===== src/inc/btsk_cfg.svh =====
`ifndef BTSK_CFG_SVH
`define BTSK_CFG_SVH

// ****************************************
// Instruction encoding
// ****************************************
`define BTSK_OPC_CLR 4'hb
`define BTSK_OPC_SET 4'ha
`define BTSK_ILO_LIMIT 8'h5f
`define BTSK_ACC_LO_BASE 4'h0
`define BTSK_ACC_HI_BASE 4'hf
`define BTSK_2W_MOVE 4'hc
`define BTSK_2W_BRANCH 6'h3b
`define BTSK_2W_EXT 8'heb

// ****************************************
// Register map
// ****************************************
`define BTSK_REG_BANK 4'h0
`define BTSK_REG_CTRL 4'h1
`define BTSK_REG_INDEX 4'h2
`define BTSK_REG_STAT 4'h3
`define BTSK_CTRL_EXT_BIT 0
`define BTSK_STAT_SKIP_BIT 0
`define BTSK_STAT_NOP_BIT 1
`define BTSK_RST_BANK 4'h0
`define BTSK_RST_INDEX 12'h000
`define BTSK_RST_EXT 1'b0

`endif


===== src/inc/btsk_pkg.sv =====
package btsk_pkg;

    typedef enum logic [3:0] {
        BTSK_Q1 = 4'b0001,
        BTSK_Q2 = 4'b0010,
        BTSK_Q3 = 4'b0100,
        BTSK_Q4 = 4'b1000
    } btsk_phase_t;

    typedef struct packed {
        btsk_phase_t phase;
        logic [2:0] bitidx;
        logic acc;
        logic [7:0] file;
        logic is_bt;
        logic is_set;
        logic hit;
        logic discard;
        logic flush2;
        logic [3:0] bank;
        logic ext_en;
        logic [11:0] idx;
        logic [7:0] skip_cnt;
        logic last_skip;
        logic [15:0] rdata;
        logic [11:0] mem_addr;
        logic mem_rd;
        logic skip_taken;
        logic word_ack;
    } btsk_state_t;

endpackage


===== src/rtl/btsk_addr_gen.sv =====
`timescale 1ns/10ps
`default_nettype none
`include "btsk_cfg.svh"

module btsk_addr_gen (
    input wire logic [7:0] file,
    input wire logic acc,
    input wire logic [3:0] bank,
    input wire logic ext_en,
    input wire logic [11:0] idx,
    output logic [11:0] addr
);
    always_comb begin
        if (acc) begin
            addr = {bank, file};
        end else if (ext_en && (file <= `BTSK_ILO_LIMIT)) begin
            addr = 12'(idx + {4'h0, file});
        end else if (file <= `BTSK_ILO_LIMIT) begin
            addr = {`BTSK_ACC_LO_BASE, file};
        end else begin
            addr = {`BTSK_ACC_HI_BASE, file};
        end
    end
endmodule

`default_nettype wire


===== src/rtl/btsk_core.sv =====
`timescale 1ns/10ps
`default_nettype none
`include "btsk_cfg.svh"

module btsk_core (
    input wire logic clk_sys,
    input wire logic rst_b,
    input wire logic [15:0] instr_word,
    output logic word_ack,
    output logic nop_cycle,
    output logic skip_taken,
    output btsk_pkg::btsk_phase_t phase,
    output logic [11:0] mem_addr,
    output logic mem_rd,
    input wire logic [7:0] mem_rdata,
    input wire logic [3:0] reg_addr,
    input wire logic [15:0] reg_wdata,
    input wire logic reg_wr,
    input wire logic reg_rd,
    output logic [15:0] reg_rdata
);
    import btsk_pkg::*;

    btsk_state_t s;
    btsk_state_t next_s;
    logic [11:0] calc_addr;
    logic tested_bit;
    logic word_is_bt;

    // ****************************************
    // Operand address
    // ****************************************
    btsk_addr_gen u_addr (
        .file(instr_word[7:0]),
        .acc(instr_word[8]),
        .bank(s.bank),
        .ext_en(s.ext_en),
        .idx(s.idx),
        .addr(calc_addr)
    );

    // Words that own a second program word; the extended move pair only counts
    // while the extended set is on, otherwise that code is a plain one-word op.
    function automatic logic two_word(input logic [15:0] w, input logic ext);
        two_word = (w[15:12] == `BTSK_2W_MOVE) ||
                   (w[15:10] == `BTSK_2W_BRANCH) ||
                   (ext && (w[15:8] == `BTSK_2W_EXT));
    endfunction

    assign word_is_bt = (instr_word[15:12] == `BTSK_OPC_CLR) ||
                        (instr_word[15:12] == `BTSK_OPC_SET);
    assign tested_bit = mem_rdata[s.bitidx];

    // ****************************************
    // Next state
    // ****************************************
    always_comb begin
        next_s = s;
        next_s.mem_rd = 1'b0;
        next_s.skip_taken = 1'b0;
        next_s.word_ack = 1'b0;
        next_s.rdata = 16'h0000;
        unique case (s.phase)
            BTSK_Q1: begin
                next_s.phase = BTSK_Q2;
                next_s.bitidx = instr_word[11:9];
                next_s.acc = instr_word[8];
                next_s.file = instr_word[7:0];
                next_s.is_set = (instr_word[15:12] == `BTSK_OPC_SET);
                next_s.is_bt = word_is_bt && !s.discard;
                next_s.hit = 1'b0;
                if (word_is_bt && !s.discard) begin
                    next_s.mem_rd = 1'b1;
                    next_s.mem_addr = calc_addr;
                end
            end
            BTSK_Q2: begin
                next_s.phase = BTSK_Q3;
            end
            BTSK_Q3: begin
                next_s.phase = BTSK_Q4;
                if (s.is_bt) begin
                    // Data returned one edge after the read strobe
                    next_s.hit = s.is_set ? tested_bit : !tested_bit;
                end
            end
            BTSK_Q4: begin
                next_s.phase = BTSK_Q1;
                next_s.word_ack = 1'b1;
                if (s.discard) begin
                    // Second word of a skipped two-word op is flushed as well; that
                    // second word is raw operand data, so it must never chain a flush
                    next_s.discard = !s.flush2 && two_word(instr_word, s.ext_en);
                    next_s.flush2 = !s.flush2 && two_word(instr_word, s.ext_en);
                end else begin
                    next_s.discard = s.is_bt && s.hit;
                    next_s.flush2 = 1'b0;
                end
                if (!s.discard && s.is_bt) begin
                    next_s.last_skip = s.hit;
                    if (s.hit) begin
                        next_s.skip_taken = 1'b1;
                        next_s.skip_cnt = 8'(s.skip_cnt + 8'h01);
                    end
                end
            end
            default: begin
                next_s.phase = BTSK_Q1;
            end
        endcase

        // Register port; accesses never stall the instruction phases
        if (reg_wr) begin
            case (reg_addr)
                `BTSK_REG_BANK: next_s.bank = reg_wdata[3:0];
                `BTSK_REG_CTRL: next_s.ext_en = reg_wdata[`BTSK_CTRL_EXT_BIT];
                `BTSK_REG_INDEX: next_s.idx = reg_wdata[11:0];
                default: ;
            endcase
        end
        if (reg_rd) begin
            case (reg_addr)
                `BTSK_REG_BANK: next_s.rdata = {12'h000, s.bank};
                `BTSK_REG_CTRL: next_s.rdata = {15'h0000, s.ext_en};
                `BTSK_REG_INDEX: next_s.rdata = {4'h0, s.idx};
                `BTSK_REG_STAT: next_s.rdata = {s.skip_cnt, 6'h00, s.discard, s.last_skip};
                default: next_s.rdata = 16'h0000;
            endcase
        end
    end

    // ****************************************
    // State register
    // ****************************************
    always_ff @(posedge clk_sys) begin
        if (!rst_b) begin
            s <= '{
                phase: BTSK_Q1,
                bitidx: 3'h0,
                acc: 1'b0,
                file: 8'h00,
                is_bt: 1'b0,
                is_set: 1'b0,
                hit: 1'b0,
                discard: 1'b0,
                flush2: 1'b0,
                bank: `BTSK_RST_BANK,
                ext_en: `BTSK_RST_EXT,
                idx: `BTSK_RST_INDEX,
                skip_cnt: 8'h00,
                last_skip: 1'b0,
                rdata: 16'h0000,
                mem_addr: 12'h000,
                mem_rd: 1'b0,
                skip_taken: 1'b0,
                word_ack: 1'b0
            };
        end else begin
            s <= next_s;
        end
    end

    assign phase = s.phase;
    assign word_ack = s.word_ack;
    assign nop_cycle = s.discard;
    assign skip_taken = s.skip_taken;
    assign mem_addr = s.mem_addr;
    assign mem_rd = s.mem_rd;
    assign reg_rdata = s.rdata;
endmodule

`default_nettype wire


===== config.mk =====
export PLATFORM = sky130hd
export DESIGN_NAME = btsk_core
export DESIGN_NICKNAME = d
export VERILOG_FILES = /design/src/inc/btsk_pkg.sv /design/src/rtl/btsk_addr_gen.sv /design/src/rtl/btsk_core.sv
export VERILOG_INCLUDE_DIRS = /design/src /design/src/inc
export SDC_FILE = /design/constraint.sdc
export NUM_CORES = 1
export LEC_CHECK = 0
export ABC_AREA = 0
export BUFFER_PORTS_ARGS = -buffer_cell sky130_fd_sc_hd__buf_4
export CAP_MARGIN = 20
export CORE_MARGIN = 2
export CORE_UTILIZATION = 40
export DETAILED_ROUTE_END_ITERATION = 6
export PLACE_DENSITY = 0.73
export SLEW_MARGIN = 20
export SYNTH_ARGS = -nofsm -noshare
export SYNTH_HDL_FRONTEND = slang
export SYNTH_SLANG_ARGS = --single-unit

===== constraint.sdc =====
create_clock -name clk_sys -period 1.7 [get_ports clk_sys]
set_input_delay 0.34 -clock clk_sys [delete_from_list [all_inputs] [get_ports clk_sys]]
set_output_delay 0.34 -clock clk_sys [all_outputs]
set_load 0.02 [all_outputs]

==> impl_metrics.tcl, run 1 <==
set metrics [dict create \
    fmax_mhz 558 \
    crit_path_max_fanout 3 \
    ff2ff_setup_slack_ns -0.09 \
    drv_cap 0 \
    die-area_sq_um 9320 \
    num_io_pins 84 \
    synth_top_family_by_area "simple AND/OR/NAND/NOR gates" \
    synth_area_sq_um 3430 \
    synth_compound_area_share_pct 12.2 \
    clock_sinks 69 \
    synth_edf_count 0 \
    drive_gt1_share_pct 37.5 \
    crit_type "reg -> reg" \
    cts_root_buf "clkbuf_8" \
    rsz0062_at_grt "yes" \
    die_w_um 96.5 \
    status "finished, violations left" \
    dp_slack_ns -0.276 \
    dp_hpwl_um 6230 \
    fin_ws_ns -0.0920 \
    crit_arrival_ns 2.02 \
    drt_wl_total_um 8680 \
    cell_internal_pwr_mw 2.83 \
    area_growth_pct 35.2 \
    synth_nets 433 \
    p_seq_share_pct 45.4 \
    cts_tree "built" \
    synth_xor_area_share_pct 3.58 \
    io_buffers 79 \
    ir_worst_vdd_v 0.000484 \
    p_leak_nw 2.04 \
    tns_ns -0.228 \
    dp_cells 550 \
    core-area_sq_um 8260 \
    powerDensity_nw_per_um2 809 \
    drt-pass1-iter-count 4 \
    path_clk_slew_ns 0.07 \
    first_iter_violations 133 \
    clkLatencyLatePin_ns 0.34 \
    nFillCells 721 \
    hold_viol_final 0 \
    setup_viol 8 \
    synth_flop_cell "dfxtp_1" \
    syn_avg_cell_area_sq_um 9.14 \
    drc 0 \
    crit_path_start_kind "register" \
    fin_skew_ns 0.00888 \
    multi_input_area_sq_um 1880 \
    numCtsBuffers 9 \
    relSlewSlack_pct 63.6 \
    grt_use_total_pct 18.5 \
    avgViaCountPerCell 5.20 \
    holdWs_ns 0.251 \
    worst_pin_slew_ns 0.546 \
    regArea_sq_um 1400 \
    async_flop_share_pct 0 \
    clk_path_buf_depth 2 \
    p_switching_uw 913 \
    cts_htree_levels 3 \
    overflow 0 \
    synth_simple_gate_area_share_pct 20.3 \
    crit_required_ns 1.92 \
    power_frac_clock_pct 40.7 \
    grt_pass1_wl_um 13100 \
    ys_ff_latch 69 \
    switching_share_pct 24.4 \
    drt-wirelength-per-cell_um 15.1 \
    dieHeight_um 96.5 \
    comb_power_share_pct 13.8 \
    n_antenna_cell 0 \
    failed_checks "setup timing" \
    hold_class "in -> reg" \
    cp-end-kind "register" \
    final_nets 522 \
    slew_viol_final 0 \
    grt_antenna_before_repair 0 \
    grt_max_degree 21 \
    yosysWarnings 0 \
    yosysUniqueCellTypes 47 \
    gp_congestion 0.866 \
    synthCells 375 \
    start_util_pct 41.5 \
    synth-seq-area-share_pct 40.3 \
    period_needed_ns 1.79 \
    period_share_pct 105 \
    dr_total_vias 2984 \
    fin_cells 574 \
    yosys.area_share.adder_pct 3.87 \
    placementRows 33 \
    ant_nets 0 \
    total_power_mw 3.75 \
    synthMuxAreaShare_pct 9.79 \
    cts_hold_buf 0 \
    grt_pass1_vias 2729 \
]
critical path: stages, from the launching register on:
cell      delay (ns)
dfxtp_4         0.37
ha_4            0.14
inv_2           0.03
fa_2            0.33
nand2b_4        0.17
a21oi_4         0.15
a211oi_4        0.06
o21ai_1         0.17
xnor2_1         0.16
o22ai_1         0.09
cell usage after synthesis, types with 4 or more instances:
library cell  count  area, sq um
nand3_1           9         45.0
and3_1            6         37.5
a31oi_1           4         25.0
xnor2_1          11         96.3
ha_1              9          113
nand2_1          27          101
mux2i_1          29          290
nor2b_1          19          119
and2_1           12         75.1
buf_4            32          240
o211ai_1          6         45.0
a21oi_1          23          115
clkbuf_1         11         41.3
nand4_1           6         37.5
o22ai_1           5         31.3
inv_1             7         26.3
nor2_1           25         93.8
dfxtp_1          69         1380
buf_2             4         20.0
o21ai_0          16         80.1
routing by layer:
layer	wire [um]	share of wire (%)	GRT usage, %	vias to the layer above
met5	0	0	0	-
met4	138	1.6	6.10	0
met3	562	6.5	4.81	14
met2	4280	49	29.9	96
met1	3700	43	24.1	1413
li1	-	-	-	1461
final cells by class:
class | instances | share of cell area, %
Clock inverter | 3 | 1.46
Tap cell | 105 | 2.84
Multi-Input combinational cell | 251 | 40.5
Clock buffer | 13 | 3.43
Sequential cell | 69 | 30.1
Inverter | 7 | 0.567
Timing Repair Buffer | 126 | 21.1
cells in the final DEF, fill, tap and decap left out, types with 5 or more instances in the layout:
cell	netlist	final
xnor2_1	11	10
a21oi_1	23	18
inv_1	7	6
dfxtp_1	69	62
nand4_1	6	6
and3_1	6	6
buf_4	32	120
nand2_1	27	26
nor2_1	25	24
mux2i_1	29	29
o21ai_0	16	12
nand3_1	9	9
dfxtp_2	0	5
ha_1	9	5
and2_1	12	12
nor2b_1	19	19
o211ai_1	6	6
buf_6	1	5
clkbuf_8	0	11
final timing paths:
| check | from | endpoint | cells after the start |
|---|---|---|---|
| worst max-delay path | s[40] | mem_addr[8] | 9 |
| worst min-delay path | reg_wdata[3] | s[56] | 3 |
| worst max register to register | s[40] | mem_addr[8] | 9 |
| worst min register to register | s[57] | s[57] | 2 |
registers in the layout (all words and copies together) (netlist names):
name        cells
mem_rd          1
nop_cycle       1
phase           4
skip_taken      1
reg_rdata      16
mem_addr       12
word_ack        1
s              33
logic make-up after synthesis:
logic type	Yosys count
XOR/XNOR	14
multiplexers	31
buffers and inverters	55
AND/OR/NAND/NOR	127
flip-flops	69
adder cells (fa/ha/maj)	10
AO/OA/AOI/OAI	69
repair_timing:
| action | CTS | global route |
|---|---|---|
| gates resized for setup | 17 | 22 |
| pin swaps | 14 | 18 |
| buffers inserted | 6 | 2 |
| endpoints found under the setup margin | 13 | 17 |
power groups by stage:
stage / Combinational (mW) / Sequential (mW) / Clock, mW
4_1_cts: 0.506 / 1.70 / 1.55
5_1_grt: 0.562 / 1.71 / 1.61
2_1_floorplan: 0.279 / 1.73 / 0
3_3_place_gp: 0.483 / 1.73 / 0
6_report: 0.518 / 1.70 / 1.53
3_5_place_dp: 0.496 / 1.74 / 0
through the flow:
step	util, %	area (sq um)
2_1_floorplan	-	3460
3_3_place_gp	50.6	4180
3_5_place_dp	50.6	4180
4_1_cts	54.7	4520
5_1_grt	56.1	4630
6_report	56.1	4630
(Power assumes the default switching activity.)
==> run 2, diff against run 1 <==
--- a/config.mk
+++ b/config.mk
@@ -12,7 +12,7 @@
 export CORE_MARGIN = 2
 export CORE_UTILIZATION = 40
 export DETAILED_ROUTE_END_ITERATION = 6
-export PLACE_DENSITY = 0.73
+export PLACE_DENSITY = 0.63
 export SLEW_MARGIN = 20
 export SYNTH_ARGS = -nofsm -noshare
 export SYNTH_HDL_FRONTEND = slang
==> run 2 against run 1 <==
Effect of this change: non-clock buffer count grew 3; routed wire length decreased by 1.8%; die area did not move; the flow still finishes with violations (setup timing); highest routed layer unchanged; clock-buffer cell count decreased by 3; sequential power about the same; sequential share of layout area down 0.44 points; first-iteration DRC count grew 9.0%.
==> impl_metrics.tcl, run 2 (same netlist as run 1, synthesis figures left out) <==
set metrics [dict create \
    dpl_cell_area_sq_um 4210 \
    setup_viol 6 \
    avgViaCountPerCell 5.08 \
    drv_cap 0 \
    cts_root_buf "clkbuf_8" \
    start_util_pct 41.5 \
    placementRows 33 \
    largest_register "s" \
    cp-end-kind "register" \
    overflow 0 \
    crit_required_ns 1.93 \
    n_antenna_cell 0 \
    final_nets 525 \
    period_share_pct 106 \
    path_cells "ha_4, inv_2, fa_2, nand2b_4, a21oi_2, a211oi_2, o22ai_1, xnor2_1, o22ai_1" \
    dieHeight_um 96.5 \
    dr_total_vias 2934 \
    clock_sinks 69 \
    fin_ws_ns -0.0992 \
    grt_max_degree 30 \
    crit_path_start_kind "register" \
    cts_tree "built" \
    first_iter_violations 145 \
    whs_endpoint "s[51]" \
    powerDensity_nw_per_um2 772 \
    grt_use_total_pct 19.2 \
    period_needed_ns 1.80 \
    relSlewSlack_pct 71.4 \
    crit_arrival_ns 2.03 \
    io_buffers 79 \
    cell_internal_pwr_mw 2.67 \
    drt-pass1-iter-count 4 \
    layout.cells.most_common "buf_4" \
    p_seq_share_pct 47.0 \
    num_io_pins 84 \
    switching_share_pct 26.4 \
    reg2reg_to "mem_addr[10]" \
    fin_skew_ns 0.00655 \
    drt-wirelength-per-cell_um 14.8 \
    core-area_sq_um 8260 \
    cpMostUsedCell "o22ai_1" \
    grt_antenna_before_repair 0 \
    largest_reg_flops 33 \
    worst_pin_slew_ns 0.427 \
    clk_path_buf_depth 2 \
    clkLatencyLatePin_ns 0.35 \
    power_frac_clock_pct 37.7 \
    hold_viol_final 0 \
    numCtsBuffers 9 \
    drive_gt1_share_pct 40.0 \
    crit_path_max_incr_delay_ns 0.37 \
    cp_slowest_cell "dfxtp_4" \
    comb_power_share_pct 15.2 \
    hp-start "reg_wdata[11]" \
    die_w_um 96.5 \
    ant_nets 0 \
    r2r-start "s[40]" \
    ir_worst_vdd_v 0.000417 \
    final_area_sq_um 4700 \
    die-area_sq_um 9320 \
    ff2ff_setup_slack_ns -0.1 \
    slew_viol_final 0 \
    crit_path_max_fanout 3 \
    rr_worst_depth 9 \
    hold_class "in -> reg" \
    status "finished, violations left" \
    drc 0 \
    p_leak_nw 2.05 \
    crit_type "reg -> reg" \
    path_clk_slew_ns 0.08 \
    drt_wl_total_um 8520 \
    cts_htree_levels 3 \
    gp_congestion 0.807 \
    rsz0062_at_grt "yes" \
    fmax_mhz 556 \
    dp_slack_ns -0.293 \
    area_growth_pct 37.1 \
    nFillCells 748 \
    dp_hpwl_um 6230 \
    grt_pass1_wl_um 13500 \
    final_cell_mix "buf_4 (122), dfxtp_1 (63), mux2i_1 (29), nand2_1 (26), nor2_1 (23)" \
    grt_pass1_vias 2858 \
    p_switching_uw 957 \
    whs_path_depth 3 \
    failed_checks "setup timing" \
]
-- run 2: changes by cell type in the layout (fill, tap and decap cells not counted), sizes merged --
cell    delta
clkinv     +3
buf        +3
clkbuf     -3
bufinv     -1
inv        +1
-- run 2: worst max-delay path by stage --
| stage | from | endpoint |
|---|---|---|
| CTS | s[40] | mem_addr[8] |
| finish | s[40] | mem_addr[10] |
| floorplan | instr_word[3] | mem_addr[7] |
| global placement | instr_word[0] | mem_addr[8] |
| global route | s[40] | mem_addr[10] |
| detailed placement | instr_word[0] | mem_addr[8] |
-- run 2: cell type report --
cell class / count / area (sq um) / area share, %
Timing Repair Buffer: 129 / 1030 / 21.9
Clock inverter: 6 / 61.3 / 1.31
Tap cell: 105 / 131 / 2.80
Multi-Input combinational cell: 251 / 1920 / 40.8
Sequential cell: 69 / 1390 / 29.7
Clock buffer: 10 / 138 / 2.93
Inverter: 7 / 26.3 / 0.560
-- run 2: worst max-delay path: cells and delay by family (launching register included) --
kind | cells | cell delay [ns]
xor gates and xnor gates | 1 | 0.19
buffers and inverters | 1 | 0.05
and+or+nand+nor | 1 | 0.14
AOI/OAI and AO/OA | 4 | 0.59
adders and majority gates | 2 | 0.35
DFF | 1 | 0.37
-- run 2: timing repair --
action | 4_1_cts | 5_1_grt
pin swaps | 21 | 24
buffers inserted | 2 | 6
setup endpoints to repair | 17 | 18
gates cloned | 1 | 0
resized for setup | 25 | 27
hold buffers | 0 | 0
-- run 2: routing by layer --
layer	vias to the layer above	track usage [%]	wire, um
li1	1473	-	-
met1	1372	24.9	3920
met2	79	31.3	4080
met3	10	3.96	370
met4	0	7.63	150
met5	-	0	0
-- run 2: power by group through the flow --
stage | registers (mW) | logic [mW] | clock network [mW]
CTS | 1.70 | 0.529 | 1.40
floorplan | 1.73 | 0.279 | 0
finish | 1.71 | 0.553 | 1.37
detailed placement | 1.74 | 0.499 | 0
global placement | 1.74 | 0.492 | 0
global route | 1.71 | 0.598 | 1.48
-- run 2: metrics by stage --
step | hold slack [ns] | cells | TNS [ns] | power [mW] | util [%]
CTS | 0.232 | 572 | -0.370 | 3.63 | 55.3
global placement | 0.449 | 553 | -1.66 | 2.23 | 51.0
finish | 0.237 | 577 | -0.340 | 3.63 | 56.9
global route | 0.232 | 577 | -1.08 | 3.79 | 56.9
floorplan | 0.436 | 375 | -0.0238 | 2.01 | -
detailed placement | 0.453 | 553 | -1.99 | 2.24 | 51.0
==> run 3, diff against run 2 <==
--- a/config.mk
+++ b/config.mk
@@ -6,7 +6,7 @@
 export SDC_FILE = /design/constraint.sdc
 export NUM_CORES = 1
 export LEC_CHECK = 0
-export ABC_AREA = 0
+export ABC_AREA = 1
 export BUFFER_PORTS_ARGS = -buffer_cell sky130_fd_sc_hd__buf_4
 export CAP_MARGIN = 20
 export CORE_MARGIN = 2
==> run 3 against run 2 <==
Effect of this change: the run still ends with setup timing left; cell count increased by 16%; sequential cell count stayed put; clock power shrank 13%; routed wire length is 3.3% higher; final area decreased by 6.9%; global-route usage down 0.34 points; utilization shrank 6.3 points; non-clock buffer count down 29.
==> impl_metrics.tcl, run 3 <==
set metrics [dict create \
    status "finished, violations left" \
    failed_checks "setup timing" \
    fin_cells 668 \
    post-route-util_pct 50.6 \
    num_io_pins 84 \
    yosys.area_share.adder_pct 3.76 \
    crit_required_ns 1.98 \
    drt-pass1-iter-count 4 \
    cts_htree_levels 3 \
    dr_total_vias 3300 \
    yosys.area.top_type_share_pct 39.2 \
    ir_worst_vdd_v 0.000515 \
    period_needed_ns 1.70 \
    first_iter_violations 148 \
    worst_pin_slew_ns 0.546 \
    cts_hold_buf 0 \
    dp_cells 650 \
    setup_viol 1 \
    cp_slowest_cell "fa_2" \
    layout.cells.most_common "buf_4" \
    crit_path_max_fanout 3 \
    yosys-top-cells-count "nand2_1 (83), dfxtp_1 (69), a21oi_1 (57)" \
    gp_congestion 0.869 \
    synth_top_family_by_area "simple AND/OR/NAND/NOR gates" \
    drv_cap 0 \
    clock_sinks 69 \
    n_antenna_cell 0 \
    largest_register "s" \
    die_w_um 97.9 \
    use_met2_pct 29.2 \
    use_met3_pct 3.51 \
    yosysWarnings 0 \
    fmax_mhz 588 \
    yosysUniqueCellTypes 36 \
    largest_reg_flops 33 \
    gr-usage-met1_pct 26.5 \
    synth_area_sq_um 3520 \
    hold_viol_final 0 \
    grt_pass1_vias 3076 \
    final_nets 613 \
    crit_path_max_incr_delay_ns 0.39 \
    path_buf_inv 2 \
    synth_flop_cell "dfxtp_1" \
    ant_nets 0 \
    final_area_sq_um 4370 \
    crit_type "reg -> reg" \
    area_growth_pct 24.0 \
    path_cells "ha_4, inv_2, fa_2, inv_2, nand3_2, nand3_2, nand4_1, nand3_1, nand3_1, a21oi_1" \
    grt_use_total_pct 18.8 \
    drive_gt1_share_pct 27.0 \
    hold_class "in -> reg" \
    synthCells 486 \
    io_buffers 79 \
    grt_pass1_wl_um 14700 \
    path_clk_slew_ns 0.08 \
    grt_max_degree 23 \
    synth_simple_gate_area_share_pct 24.5 \
    powerDensity_nw_per_um2 785 \
    crit_family "adder cells" \
    grt_antenna_before_repair 0 \
    cts_tree "built" \
    core-area_sq_um 8640 \
    drt_wl_total_um 8800 \
    p_leak_nw 1.92 \
    crit_path_start_kind "register" \
    top_usage_layer "met2" \
    drt-wirelength-per-cell_um 13.2 \
    start_util_pct 40.8 \
    dieHeight_um 97.9 \
    cp-end-kind "register" \
    cts_root_buf "clkbuf_8" \
    synth_edf_count 0 \
    dpl_cell_area_sq_um 4100 \
    clkLatencyLatePin_ns 0.34 \
    rsz0062_at_grt "yes" \
    crit_arrival_ns 1.98 \
    synth_xor_area_share_pct 1.24 \
    period_share_pct 100 \
    ys_ff_latch 69 \
    overflow 0 \
    synth-seq-area-share_pct 39.2 \
    avgViaCountPerCell 4.94 \
    syn_avg_cell_area_sq_um 7.25 \
    synth_compound_area_share_pct 16.4 \
    tns_ns -0.00203 \
    total_power_mw 3.43 \
    yosysMostFrequentCell "nand2_1" \
    placementRows 34 \
    clk_path_buf_depth 2 \
    slew_viol_final 0 \
    numCtsBuffers 9 \
    relSlewSlack_pct 63.5 \
    die-area_sq_um 9580 \
    drc 0 \
    final_cell_mix "buf_4 (100), nand2_1 (83), dfxtp_1 (67), a21oi_1 (57), inv_1 (52)" \
    async_flop_share_pct 0 \
    fin_ws_ns -0.00203 \
    synth.area.top_cells "dfxtp_1 (39%), nand2_1 (8.8%), a21oi_1 (8.1%), buf_4 (7.0%), inv_1 (5.8%)" \
    synth_nets 544 \
    synth.largest_area_cell "dfxtp_1" \
    dp_hpwl_um 6850 \
    fin_skew_ns 0.00684 \
    synthMuxAreaShare_pct 0 \
]
run 3: metal layers:
layer | up-vias | wire, um
met1 | 1489 | 4280
li1 | 1716 | -
met4 | 0 | 119
met2 | 84 | 3910
met5 | - | 0
met3 | 11 | 488
run 3: final cells by class:
class,count,area [sq um]
multi-input combinational,313,1690
tap,108,135
clock buffer,9,124
timing repair buffer,100,751
inverter,62,233
fill,881,4270
clock inverter,7,50.0
sequential,69,1380
run 3: repair_timing:
action	4_1_cts	5_1_grt
resized for setup	4	15
gates cloned	0	0
endpoints found under the setup margin	2	9
pin swaps	1	8
buffers inserted	0	2
run 3: power breakdown:
group          switching (mW)  internal [mW]
logic                   0.307          0.220
clock network           0.664          0.530
registers              0.0403           1.67
total                    1.01           2.42
run 3: stage by stage:
step                      hold WS, ns  setup WS, ns
final                           0.203      -0.00203
after global routing            0.217        -0.128
after CTS                       0.194       0.00904
after detailed placement        0.460        -0.175
after global placement          0.453        -0.155
after floorplan                 0.439        0.0798
run 3: final timing paths:
kind,start,slack (ns),end,cells after the start
setup / recovery,s[40],-0.002,mem_addr[8],10
hold / removal,instr_word[11],0.20,s[73],3
setup reg to reg,s[40],-0.002,mem_addr[8],10
hold reg to reg,s[31],0.47,s[31],2
run 3: cell families (layout without fill, tap and decap cells):
| group | Yosys count | count (layout) |
|---|---|---|
| simple gates | 189 | 189 |
| xor+xnor | 5 | 5 |
| flops | 69 | 69 |
| fa+ha+maj | 10 | 10 |
| compound gates | 109 | 109 |
| buf+inv | 104 | 178 |
run 3: worst register-to-register path, cell delays in order (launching register included):
cell and delay (ns):
dfxtp_2 0.37, ha_4 0.14, inv_2 0.04, fa_2 0.39, inv_2 0.08, nand3_2 0.06
nand3_2 0.09, nand4_1 0.12, nand3_1 0.12, nand3_1 0.09, a21oi_1 0.15
